$ cat src/rtl/split_timer_cfg.svh
// Purpose: Offsets, field positions and reset values of the split byte timer
// Assumes: Byte addressed register bus, one 32-bit word per register
// Notes: Definitions only
`ifndef SPLIT_TIMER_CFG_SVH
`define SPLIT_TIMER_CFG_SVH

`define ST_ADDR_W 5
`define ST_OFS_CONTROL 5'h00
`define ST_OFS_T0_LOW 5'h04
`define ST_OFS_T0_HIGH 5'h08
`define ST_OFS_T1_COUNT 5'h0C
`define ST_OFS_STATUS 5'h10
`define ST_OFS_CLEAR 5'h14
`define ST_OFS_ENABLE 5'h18
`define ST_OFS_PRESCALE 5'h1C

// Per timer config byte: timer 0 in bits 7:0, timer 1 in bits 15:8
`define ST_T0_CFG_LSB 0
`define ST_T1_CFG_LSB 8
`define ST_CFG_RUN 0
`define ST_CFG_EXT_SEL 1
`define ST_CFG_GATE 2
`define ST_CFG_PRESC 3
`define ST_CFG_MODE_LSB 4

// Status, clear and enable share one layout
`define ST_STAT_T0_OVF 0
`define ST_STAT_T1_OVF 1

`define ST_CONTROL_RESET 16'h0000
`define ST_COUNT_RESET 8'h00
`define ST_STATUS_RESET 2'h0
`define ST_ENABLE_RESET 2'h0
`define ST_PRESCALE_RESET 8'h0B

`endif

$ cat src/rtl/split_timer_pkg.sv
// Purpose: Types shared by the split byte timer files
// Assumes: Nothing
// Notes: Constants live in split_timer_cfg.svh
package split_timer_pkg;

	typedef enum logic [1:0] {
		BUS_IDLE = 2'b01,
		BUS_ACK = 2'b10
	} bus_state_type;

	typedef enum logic [1:0] {
		MODE_13BIT = 2'h0,
		MODE_16BIT = 2'h1,
		MODE_RELOAD = 2'h2,
		MODE_SPLIT = 2'h3
	} timer_mode_type;

	typedef struct packed {
		timer_mode_type mode;
		logic presc_sel;
		logic gate;
		logic ext_sel;
		logic run;
	} timer_cfg_type;

	typedef struct packed {
		logic [7:0] low;
		logic [7:0] high;
		logic ovf;
	} count_step_type;

endpackage

$ cat src/rtl/tick_divider.sv
// Purpose: Prescaled clock tick, one pulse every divisor+1 clocks
// Assumes: Divisor may change at any time
// Notes: A divisor change takes effect at once; a count at or above the new divisor wraps on the next clock
`timescale 1ns/1ns
module tick_divider #(
	parameter int WIDTH = 8
) (
	input wire logic core_clk_in,
	input wire logic rst_in,
	input wire logic [WIDTH-1:0] divisor_in,
	output logic tick_out
);

	logic [WIDTH-1:0] count_q;

	always_ff @(posedge core_clk_in or posedge rst_in) begin
		if (rst_in) begin
			count_q <= '0;
			tick_out <= 1'b0;
		end else if (count_q >= divisor_in) begin
			count_q <= '0;
			tick_out <= 1'b1;
		end else begin
			count_q <= count_q + 1'b1;
			tick_out <= 1'b0;
		end
	end

endmodule

$ cat src/rtl/split_dual_byte_timer.sv
// Purpose: Timer 0 and timer 1 with timer 0 split into two byte timers
// Assumes: Pins synchronous to core_clk_in; Avalon-MM slave with waitrequest
// Notes: One wait state on every access
// Operation
// - Split mode makes timer 0 two independent 8-bit counters, low and high byte.
// - Low byte uses timer 0 run, source select, gate; sets timer 0 overflow flag.
// - Low byte counts system or prescaled clock, or external input, per source select.
// - High byte is timer only: system or prescaled clock, never external input.
// - High byte runs only while timer 1 run bit is set.
// - High byte overflow sets timer 1 overflow flag and its interrupt.
// - In split mode timer 1 takes no external clock, sets no flag, no interrupt.
// - In split mode timer 1 overflows still reach other peripherals.
// - In split mode timer 1 runs in modes 0, 1, 2 and stops in mode 3.
`timescale 1ns/1ns
`include "split_timer_cfg.svh"
module split_dual_byte_timer
	import split_timer_pkg::*;
#(
	parameter int PRESC_W = 8
) (
	input wire logic core_clk_in,
	input wire logic rst_in,
	input wire logic [`ST_ADDR_W-1:0] avs_address_in,
	input wire logic avs_read_in,
	input wire logic avs_write_in,
	input wire logic [31:0] avs_writedata_in,
	input wire logic [3:0] avs_byteenable_in,
	output logic [31:0] avs_readdata_out,
	output logic avs_waitrequest_out,
	input wire logic t0_ext_count_in,
	input wire logic t0_gate_pin_in,
	input wire logic t1_ext_count_in,
	output logic irq_out,
	output logic t0_overflow_pulse_out,
	output logic t1_overflow_pulse_out
);

	function automatic logic [31:0] merge_bytes(input logic [31:0] old_val,
		input logic [31:0] new_val, input logic [3:0] be);
		logic [31:0] res;
		res = old_val;
		for (int i = 0; i < 4; i++) begin
			if (be[i]) begin
				res[i*8 +: 8] = new_val[i*8 +: 8];
			end
		end
		return res;
	endfunction

	function automatic timer_cfg_type decode_cfg(input logic [7:0] cfg_byte);
		timer_cfg_type c;
		c.run = cfg_byte[`ST_CFG_RUN];
		c.ext_sel = cfg_byte[`ST_CFG_EXT_SEL];
		c.gate = cfg_byte[`ST_CFG_GATE];
		c.presc_sel = cfg_byte[`ST_CFG_PRESC];
		c.mode = timer_mode_type'(cfg_byte[`ST_CFG_MODE_LSB +: 2]);
		return c;
	endfunction

	// One counting step of a timer pair; split mode advances the low byte only
	function automatic count_step_type timer_step(input logic [7:0] low,
		input logic [7:0] high, input timer_mode_type mode, input logic inc);
		count_step_type s;
		s.low = low;
		s.high = high;
		s.ovf = 1'b0;
		if (inc) begin
			case (mode)
				MODE_13BIT: begin
					s.low[4:0] = low[4:0] + 5'h01;
					if (low[4:0] == 5'h1F) begin
						s.high = high + 8'h01;
						s.ovf = (high == 8'hFF);
					end
				end
				MODE_16BIT: begin
					{s.high, s.low} = {high, low} + 16'h0001;
					s.ovf = ({high, low} == 16'hFFFF);
				end
				MODE_RELOAD: begin
					s.low = (low == 8'hFF) ? high : low + 8'h01;
					s.ovf = (low == 8'hFF);
				end
				default: begin
					s.low = low + 8'h01;
					s.ovf = (low == 8'hFF);
				end
			endcase
		end
		return s;
	endfunction

	bus_state_type bus_state_q;
	logic [15:0] control_q;
	logic [7:0] t0_low_count_q;
	logic [7:0] t0_high_count_q;
	logic [15:0] t1_count_q;
	logic [1:0] status_q;
	logic [1:0] status_d;
	logic [1:0] enable_q;
	logic [PRESC_W-1:0] prescale_q;
	logic t0_ext_prev_q;
	logic t1_ext_prev_q;
	logic presc_tick;

	timer_cfg_type t0_cfg;
	timer_cfg_type t1_cfg;
	logic split_mode;
	logic t0_ext_tick;
	logic t1_ext_tick;
	logic t0_clk_tick;
	logic t1_clk_tick;
	logic t0_inc;
	logic t0_high_inc;
	logic t0_high_ovf;
	logic t1_inc;
	count_step_type t0_step;
	count_step_type t1_step;
	logic t0_flag_evt;
	logic t1_flag_evt;
	logic access;
	logic wr_fire;
	logic [31:0] read_mux;
	logic [31:0] wr_ctrl;
	logic [31:0] wr_t1;
	logic [31:0] wr_clear;

	tick_divider #(
		.WIDTH(PRESC_W)
	) u_prescaler (
		.core_clk_in(core_clk_in),
		.rst_in(rst_in),
		.divisor_in(prescale_q),
		.tick_out(presc_tick)
	);

	assign t0_cfg = decode_cfg(control_q[`ST_T0_CFG_LSB +: 8]);
	assign t1_cfg = decode_cfg(control_q[`ST_T1_CFG_LSB +: 8]);
	assign split_mode = (t0_cfg.mode == MODE_SPLIT);

	// Falling edge of the count pins; pins are already synchronous
	assign t0_ext_tick = t0_ext_prev_q & ~t0_ext_count_in;
	assign t1_ext_tick = t1_ext_prev_q & ~t1_ext_count_in;
	assign t0_clk_tick = t0_cfg.presc_sel ? presc_tick : 1'b1;
	assign t1_clk_tick = t1_cfg.presc_sel ? presc_tick : 1'b1;

	// Low byte, or whole timer 0 outside split mode
	assign t0_inc = t0_cfg.run & (~t0_cfg.gate | t0_gate_pin_in) &
		(t0_cfg.ext_sel ? t0_ext_tick : t0_clk_tick);
	assign t0_step = timer_step(t0_low_count_q, t0_high_count_q, t0_cfg.mode, t0_inc);

	// High byte borrows the timer 1 run bit and never sees the pin
	assign t0_high_inc = split_mode & t1_cfg.run & t0_clk_tick;
	assign t0_high_ovf = t0_high_inc & (t0_high_count_q == 8'hFF);

	// In split mode timer 1 is steered by its mode alone, internal clock only
	always_comb begin
		if (split_mode) begin
			t1_inc = (t1_cfg.mode != MODE_SPLIT) & t1_clk_tick;
		end else begin
			t1_inc = t1_cfg.run & (t1_cfg.mode != MODE_SPLIT) &
				(t1_cfg.ext_sel ? t1_ext_tick : t1_clk_tick);
		end
	end
	assign t1_step = timer_step(t1_count_q[7:0], t1_count_q[15:8], t1_cfg.mode, t1_inc);

	assign t0_flag_evt = t0_step.ovf;
	assign t1_flag_evt = split_mode ? t0_high_ovf : t1_step.ovf;

	// Bus: request taken in idle, answered one cycle later with waitrequest low
	assign access = (bus_state_q == BUS_ACK) & (avs_read_in | avs_write_in);
	assign wr_fire = access & avs_write_in;
	assign wr_ctrl = merge_bytes({16'h0000, control_q}, avs_writedata_in, avs_byteenable_in);
	assign wr_t1 = merge_bytes({16'h0000, t1_count_q}, avs_writedata_in, avs_byteenable_in);
	assign wr_clear = merge_bytes(32'h0000_0000, avs_writedata_in, avs_byteenable_in);

	always_comb begin
		case (avs_address_in)
			`ST_OFS_CONTROL: read_mux = {16'h0000, control_q};
			`ST_OFS_T0_LOW: read_mux = {24'h00_0000, t0_low_count_q};
			`ST_OFS_T0_HIGH: read_mux = {24'h00_0000, t0_high_count_q};
			`ST_OFS_T1_COUNT: read_mux = {16'h0000, t1_count_q};
			`ST_OFS_STATUS: read_mux = {30'h0000_0000, status_q};
			`ST_OFS_ENABLE: read_mux = {30'h0000_0000, enable_q};
			`ST_OFS_PRESCALE: read_mux = {{(32-PRESC_W){1'b0}}, prescale_q};
			default: read_mux = 32'h0000_0000;
		endcase
	end

	always_ff @(posedge core_clk_in or posedge rst_in) begin
		if (rst_in) begin
			bus_state_q <= BUS_IDLE;
			avs_waitrequest_out <= 1'b1;
			avs_readdata_out <= 32'h0000_0000;
		end else begin
			case (bus_state_q)
				BUS_IDLE: begin
					if (avs_read_in | avs_write_in) begin
						bus_state_q <= BUS_ACK;
						avs_waitrequest_out <= 1'b0;
						if (avs_read_in) begin
							avs_readdata_out <= read_mux;
						end
					end
				end
				BUS_ACK: begin
					bus_state_q <= BUS_IDLE;
					avs_waitrequest_out <= 1'b1;
				end
				default: begin
					bus_state_q <= BUS_IDLE;
					avs_waitrequest_out <= 1'b1;
				end
			endcase
		end
	end

	always_ff @(posedge core_clk_in or posedge rst_in) begin
		if (rst_in) begin
			control_q <= `ST_CONTROL_RESET;
			enable_q <= `ST_ENABLE_RESET;
			prescale_q <= PRESC_W'(`ST_PRESCALE_RESET);
		end else if (wr_fire) begin
			if (avs_address_in == `ST_OFS_CONTROL) begin
				control_q <= wr_ctrl[15:0];
			end
			if (avs_address_in == `ST_OFS_ENABLE) begin
				enable_q <= avs_byteenable_in[0] ? avs_writedata_in[1:0] : enable_q;
			end
			if (avs_address_in == `ST_OFS_PRESCALE) begin
				prescale_q <= avs_byteenable_in[0] ? avs_writedata_in[PRESC_W-1:0] : prescale_q;
			end
		end
	end

	always_ff @(posedge core_clk_in or posedge rst_in) begin
		if (rst_in) begin
			t0_ext_prev_q <= 1'b0;
			t1_ext_prev_q <= 1'b0;
		end else begin
			t0_ext_prev_q <= t0_ext_count_in;
			t1_ext_prev_q <= t1_ext_count_in;
		end
	end

	// Software load wins over a count in the same cycle
	always_ff @(posedge core_clk_in or posedge rst_in) begin
		if (rst_in) begin
			t0_low_count_q <= `ST_COUNT_RESET;
			t0_high_count_q <= `ST_COUNT_RESET;
		end else begin
			if (wr_fire && avs_address_in == `ST_OFS_T0_LOW && avs_byteenable_in[0]) begin
				t0_low_count_q <= avs_writedata_in[7:0];
			end else begin
				t0_low_count_q <= t0_step.low;
			end
			if (wr_fire && avs_address_in == `ST_OFS_T0_HIGH && avs_byteenable_in[0]) begin
				t0_high_count_q <= avs_writedata_in[7:0];
			end else if (split_mode) begin
				t0_high_count_q <= t0_high_count_q + {7'h00, t0_high_inc};
			end else begin
				t0_high_count_q <= t0_step.high;
			end
		end
	end

	always_ff @(posedge core_clk_in or posedge rst_in) begin
		if (rst_in) begin
			t1_count_q <= {`ST_COUNT_RESET, `ST_COUNT_RESET};
		end else if (wr_fire && avs_address_in == `ST_OFS_T1_COUNT) begin
			t1_count_q <= wr_t1[15:0];
		end else begin
			t1_count_q <= {t1_step.high, t1_step.low};
		end
	end

	// Sticky flags; a new event beats a clear in the same cycle
	always_comb begin
		status_d = status_q;
		if (wr_fire && avs_address_in == `ST_OFS_CLEAR) begin
			status_d = status_q & ~wr_clear[1:0];
		end
		if (t0_flag_evt) begin
			status_d[`ST_STAT_T0_OVF] = 1'b1;
		end
		if (t1_flag_evt) begin
			status_d[`ST_STAT_T1_OVF] = 1'b1;
		end
	end

	always_ff @(posedge core_clk_in or posedge rst_in) begin
		if (rst_in) begin
			status_q <= `ST_STATUS_RESET;
			irq_out <= 1'b0;
		end else begin
			status_q <= status_d;
			irq_out <= |(status_d & enable_q);
		end
	end

	// Overflow strobes for other peripherals, timer 1 even in split mode
	always_ff @(posedge core_clk_in or posedge rst_in) begin
		if (rst_in) begin
			t0_overflow_pulse_out <= 1'b0;
			t1_overflow_pulse_out <= 1'b0;
		end else begin
			t0_overflow_pulse_out <= t0_flag_evt;
			t1_overflow_pulse_out <= t1_step.ovf;
		end
	end

endmodule

$ cat config.mk
export PLATFORM = sky130hd
export DESIGN_NAME = split_dual_byte_timer
export DESIGN_NICKNAME = d
export VERILOG_FILES = /design/src/rtl/split_timer_pkg.sv /design/src/rtl/tick_divider.sv /design/src/rtl/split_dual_byte_timer.sv
export VERILOG_INCLUDE_DIRS = /design/src /design/src/rtl
export SDC_FILE = /design/constraint.sdc
export NUM_CORES = 1
export LEC_CHECK = 0
export ABC_AREA = 1
export ABC_CLOCK_PERIOD_IN_PS = 4990
export BUFFER_PORTS_ARGS = -buffer_cell sky130_fd_sc_hd__buf_2
export CAP_MARGIN = 10
export CORE_MARGIN = 10
export CORE_UTILIZATION = 38
export DETAILED_ROUTE_END_ITERATION = 12
export PLACE_DENSITY = 0.65
export SLEW_MARGIN = 20
export SYNTH_ARGS = -nofsm -noshare
export SYNTH_HDL_FRONTEND = slang
export SYNTH_HIERARCHICAL = 1
export SYNTH_SLANG_ARGS = --single-unit
$ cat constraint.sdc
create_clock -name core_clk_in -period 4.99 [get_ports core_clk_in]
set_input_delay 0.7485 -clock core_clk_in [delete_from_list [all_inputs] [get_ports core_clk_in]]
set_output_delay 0.7485 -clock core_clk_in [all_outputs]
set_load 0.005 [all_outputs]
==> impl_metrics.csv <==
group,metric,value,unit
run_status,status,"finished clean",
die,dieWidth,150,microns
pwr,p_leak,3.70,nW
synthesis,synth-xor-area-share,0.0192,
synthesis,ys_seq_elements,92,
drt,detail_route.wl_per_cell,15.8,microns
worst_setup_path,crit_fanout,13,
sta,setup_ws,2.34,ns
synthesis,syn_area,6390,sq um
clock_network,post_cts_resized,0,
final_layout,fillCellCount,1753,
synthesis,synthSimpleGateAreaFrac,0.332,
sta,setup_tns,0,ns
grt,first_global_vias,5770,
synthesis,async_reset_ff_frac,1.00,
pwr,cellPowerDensity,380,nW/um^2
synthesis,yosysWarnings,6,
sta,slew_headroom,0.398,
grt,gr-total-overflow,0,
synthesis,synth-edff-count,0,
run,drv_cap,0,
synthesis,yosysTopAreaCellShare,0.344,
clock_network,cts_inserted_buffers,9,
min_path,hold_class,"in -> async",
synthesis,muxShareOfSynthArea,0,
clock_network,cts_root_buf,"clkbuf_16",
drt,drtIter0Drc,687,
worst_setup_path,critPathArrivalTime,2.88,ns
synthesis,synth_commonest_cells,"293 x nand2_1, 121 x inv_1, 88 x dfrtp_1, 80 x nor2_1, 71 x nand3_1",
synthesis,synth.area.top_cells,"dfrtp_1 34%, nand2_1 17%, inv_1 7.1%",
grt,track_usage,0.167,
synthesis,synth_top_family_by_area,"simple AND/OR/NAND/NOR gates",
drt,num_vias,6214,
sta,hold_ws,0.368,ns
clock_network,h-tree-depth,3,
final_layout,final_nets,1047,
die,io_pins,84,
synthesis,synthCells,930,
worst_setup_path,critPathCaptureType,"register",
sta,period_share,0.530,
drt,drtPass1Iterations,6,
grt,grt_pass1_wl,30.1,mm
final_layout,multi_input_area,3450,sq um
clock_network,worstSkewPairLatency,0.35,ns
sta,min_period,2.65,ns
grt,antenna_found_initial,1,
worst_setup_path,worstSetupPathType,"reg -> reg",
pwr,ir_drop,0.160,mV
die,die-area,22400,sq um
placed_design,dp_hpwl,14.3,mm
die,start_util,0.387,
final_layout,final_core_util,0.428,
placed_design,globalplace.congestion,0.954,
die,rows,47,
synthesis,synthMostInstantiatedCell,"nand2_1",
placed_design,preCtsSetupSlack,2.27,ns
grt,grt_max_degree,52,
synthesis,synth_fa_ha_area_frac,0.0509,
final_layout,diodes,0,
clock_network,path_clk_slew,0.08,ns
final_layout,area.growth.synth_to_final,10.7,%
synthesis,avgSynthCellArea,6.87,sq um
worst_setup_path,required,5.22,ns
clock_network,cts_max_path_buffers,2,
sta,skew,0.0107,ns
drt,wirelength,18.9,mm
drt,drc,0,
synthesis,yosysTopAreaCell,"dfrtp_1",
clock_network,tritoncts,"built",
final_layout,final_area,7080,sq um
sta,slew_viol_final,0,
drt,ant_nets,0,
clock_network,numClockSinks,92,
sta,hold_violations,0,
sta,grt_setup_unrepaired,"no",
clock_network,cts_hold_buf,0,
placed_design,portBuffers,49,
final_layout,ff_latch_area,2310,sq um
die,die_y,150,microns
synthesis,yosysUniqueCellTypes,37,
sta,fmax,0.378,GHz
synthesis,yosysSeqAreaShare,0.361,
synthesis,synth_compound_area_frac,0.128,
die,core_region_area,16500,sq um
synthesis,synth_flop_cell,"dfrtp_1",
worst_setup_path,cp-start-kind,"register",
sta,worst_pin_slew,0.903,ns
sta,setup_viol,0,
clock_network,postCtsSetupBuffers,0,
placed_design,dpl_cell_area,6770,sq um
final_layout,drive_above_1_share,0.112,
drt,routed_via_density,5.19,
power by group:
| part | switching (W) | internal [W] | total, W |
|---|---|---|---|
| Clock | 0.000330 | 0.000401 | 0.000731 |
| Sequential | 0.000183 | 0.000901 | 0.00108 |
| Combinational | 0.000563 | 0.000314 | 0.000878 |
| Total | 0.00108 | 0.00162 | 0.00269 |
stage by stage:
step | instances | power (W)
4_1_cts | 1198 | 0.00270
2_1_floorplan | 945 | 0.00170
3_3_place_gp | 1182 | 0.00195
3_5_place_dp | 1182 | 0.00196
6_report | 1198 | 0.00269
5_1_grt | 1198 | 0.00289
registers in the layout (all words and copies together), names as in the netlist:
register               cells
t1_overflow_pulse_out      1
prescale_q                 8
avs_readdata_out          16
u_prescaler/count_q        8
status_q                   2
t1_ext_prev_q              1
t0_high_count_q            8
u_prescaler/tick_out       1
bus_state_q                2
t0_low_count_q             8
irq_out                    1
t0_overflow_pulse_out      1
t1_count_q                16
enable_q                   2
control_q                 16
t0_ext_prev_q              1
path summary, 6_finish.rpt:
path	slack (ns)	depth (start not counted)	from	endpoint
worst max-delay path	2.34	10	control_q[4]	t1_count_q[9]
worst max register to register	2.34	10	control_q[4]	t1_count_q[9]
min in group core_clk_in	0.48	2	avs_readdata_out[9]	avs_readdata_out[9]
worst min-delay path	0.37	2	rst_in	u_prescaler/count_q[1]
worst min register to register	0.48	2	avs_readdata_out[9]	avs_readdata_out[9]
max in group asynchronous	3.44	3	rst_in	prescale_q[1]
critical path: stages (launching register included):
cell      delay (ns)
dfrtp_1         0.40
ha_1            0.50
clkinv_2        0.26
nand3_1         0.15
nand3_1         0.10
nor2_2          0.42
nand2_2         0.14
nand2_2         0.24
inv_1           0.14
nor2_1          0.10
a21oi_1         0.07
area by class of cell:
type | instances | share of cell area
multi-input combinational | 692 | 0.487
clock inverter | 6 | 0.0111
inverter | 127 | 0.0677
tap | 220 | 0.0389
clock buffer | 10 | 0.0323
timing repair buffer | 51 | 0.0368
sequential | 92 | 0.326
layout by cell type (no fill, tap or decap), types with 3 or more instances in the layout:
cell	instances
nor3_1	6
o22ai_1	29
nand3_2	4
o21ai_0	60
inv_2	5
nor2_2	12
conb_1	16
o211ai_1	5
dfrtp_1	88
nand2_1	293
inv_1	120
a21oi_1	36
nand3_1	71
o221ai_1	4
ha_1	26
nor2_1	80
a21boi_1	3
xor2_1	10
xnor2_1	4
nand4_1	9
clkbuf_16	9
dfstp_2	4
nand2_2	7
buf_2	49
per-layer routing:
layer  part of all wire  vias to the layer above  GRT usage  wire, microns
met2               0.43                      230      0.248           8130
met1               0.48                     2903      0.232           9010
met4              0.028                        2     0.0739            533
met3              0.064                       35     0.0308           1210
li1                   -                     3044          -              -
met5            0.00069                        -          0             13
cells by family (layout without fill, tap and decap cells):
logic type      count (synthesis)  in the layout
fa+ha+maj                      26             26
flops                          92             92
simple gates                  491            491
compound gates                145            145
xor+xnor                       14             14
other cells                     1             16
buf+inv                       161            194
Power figures use the tool's default switching activity.
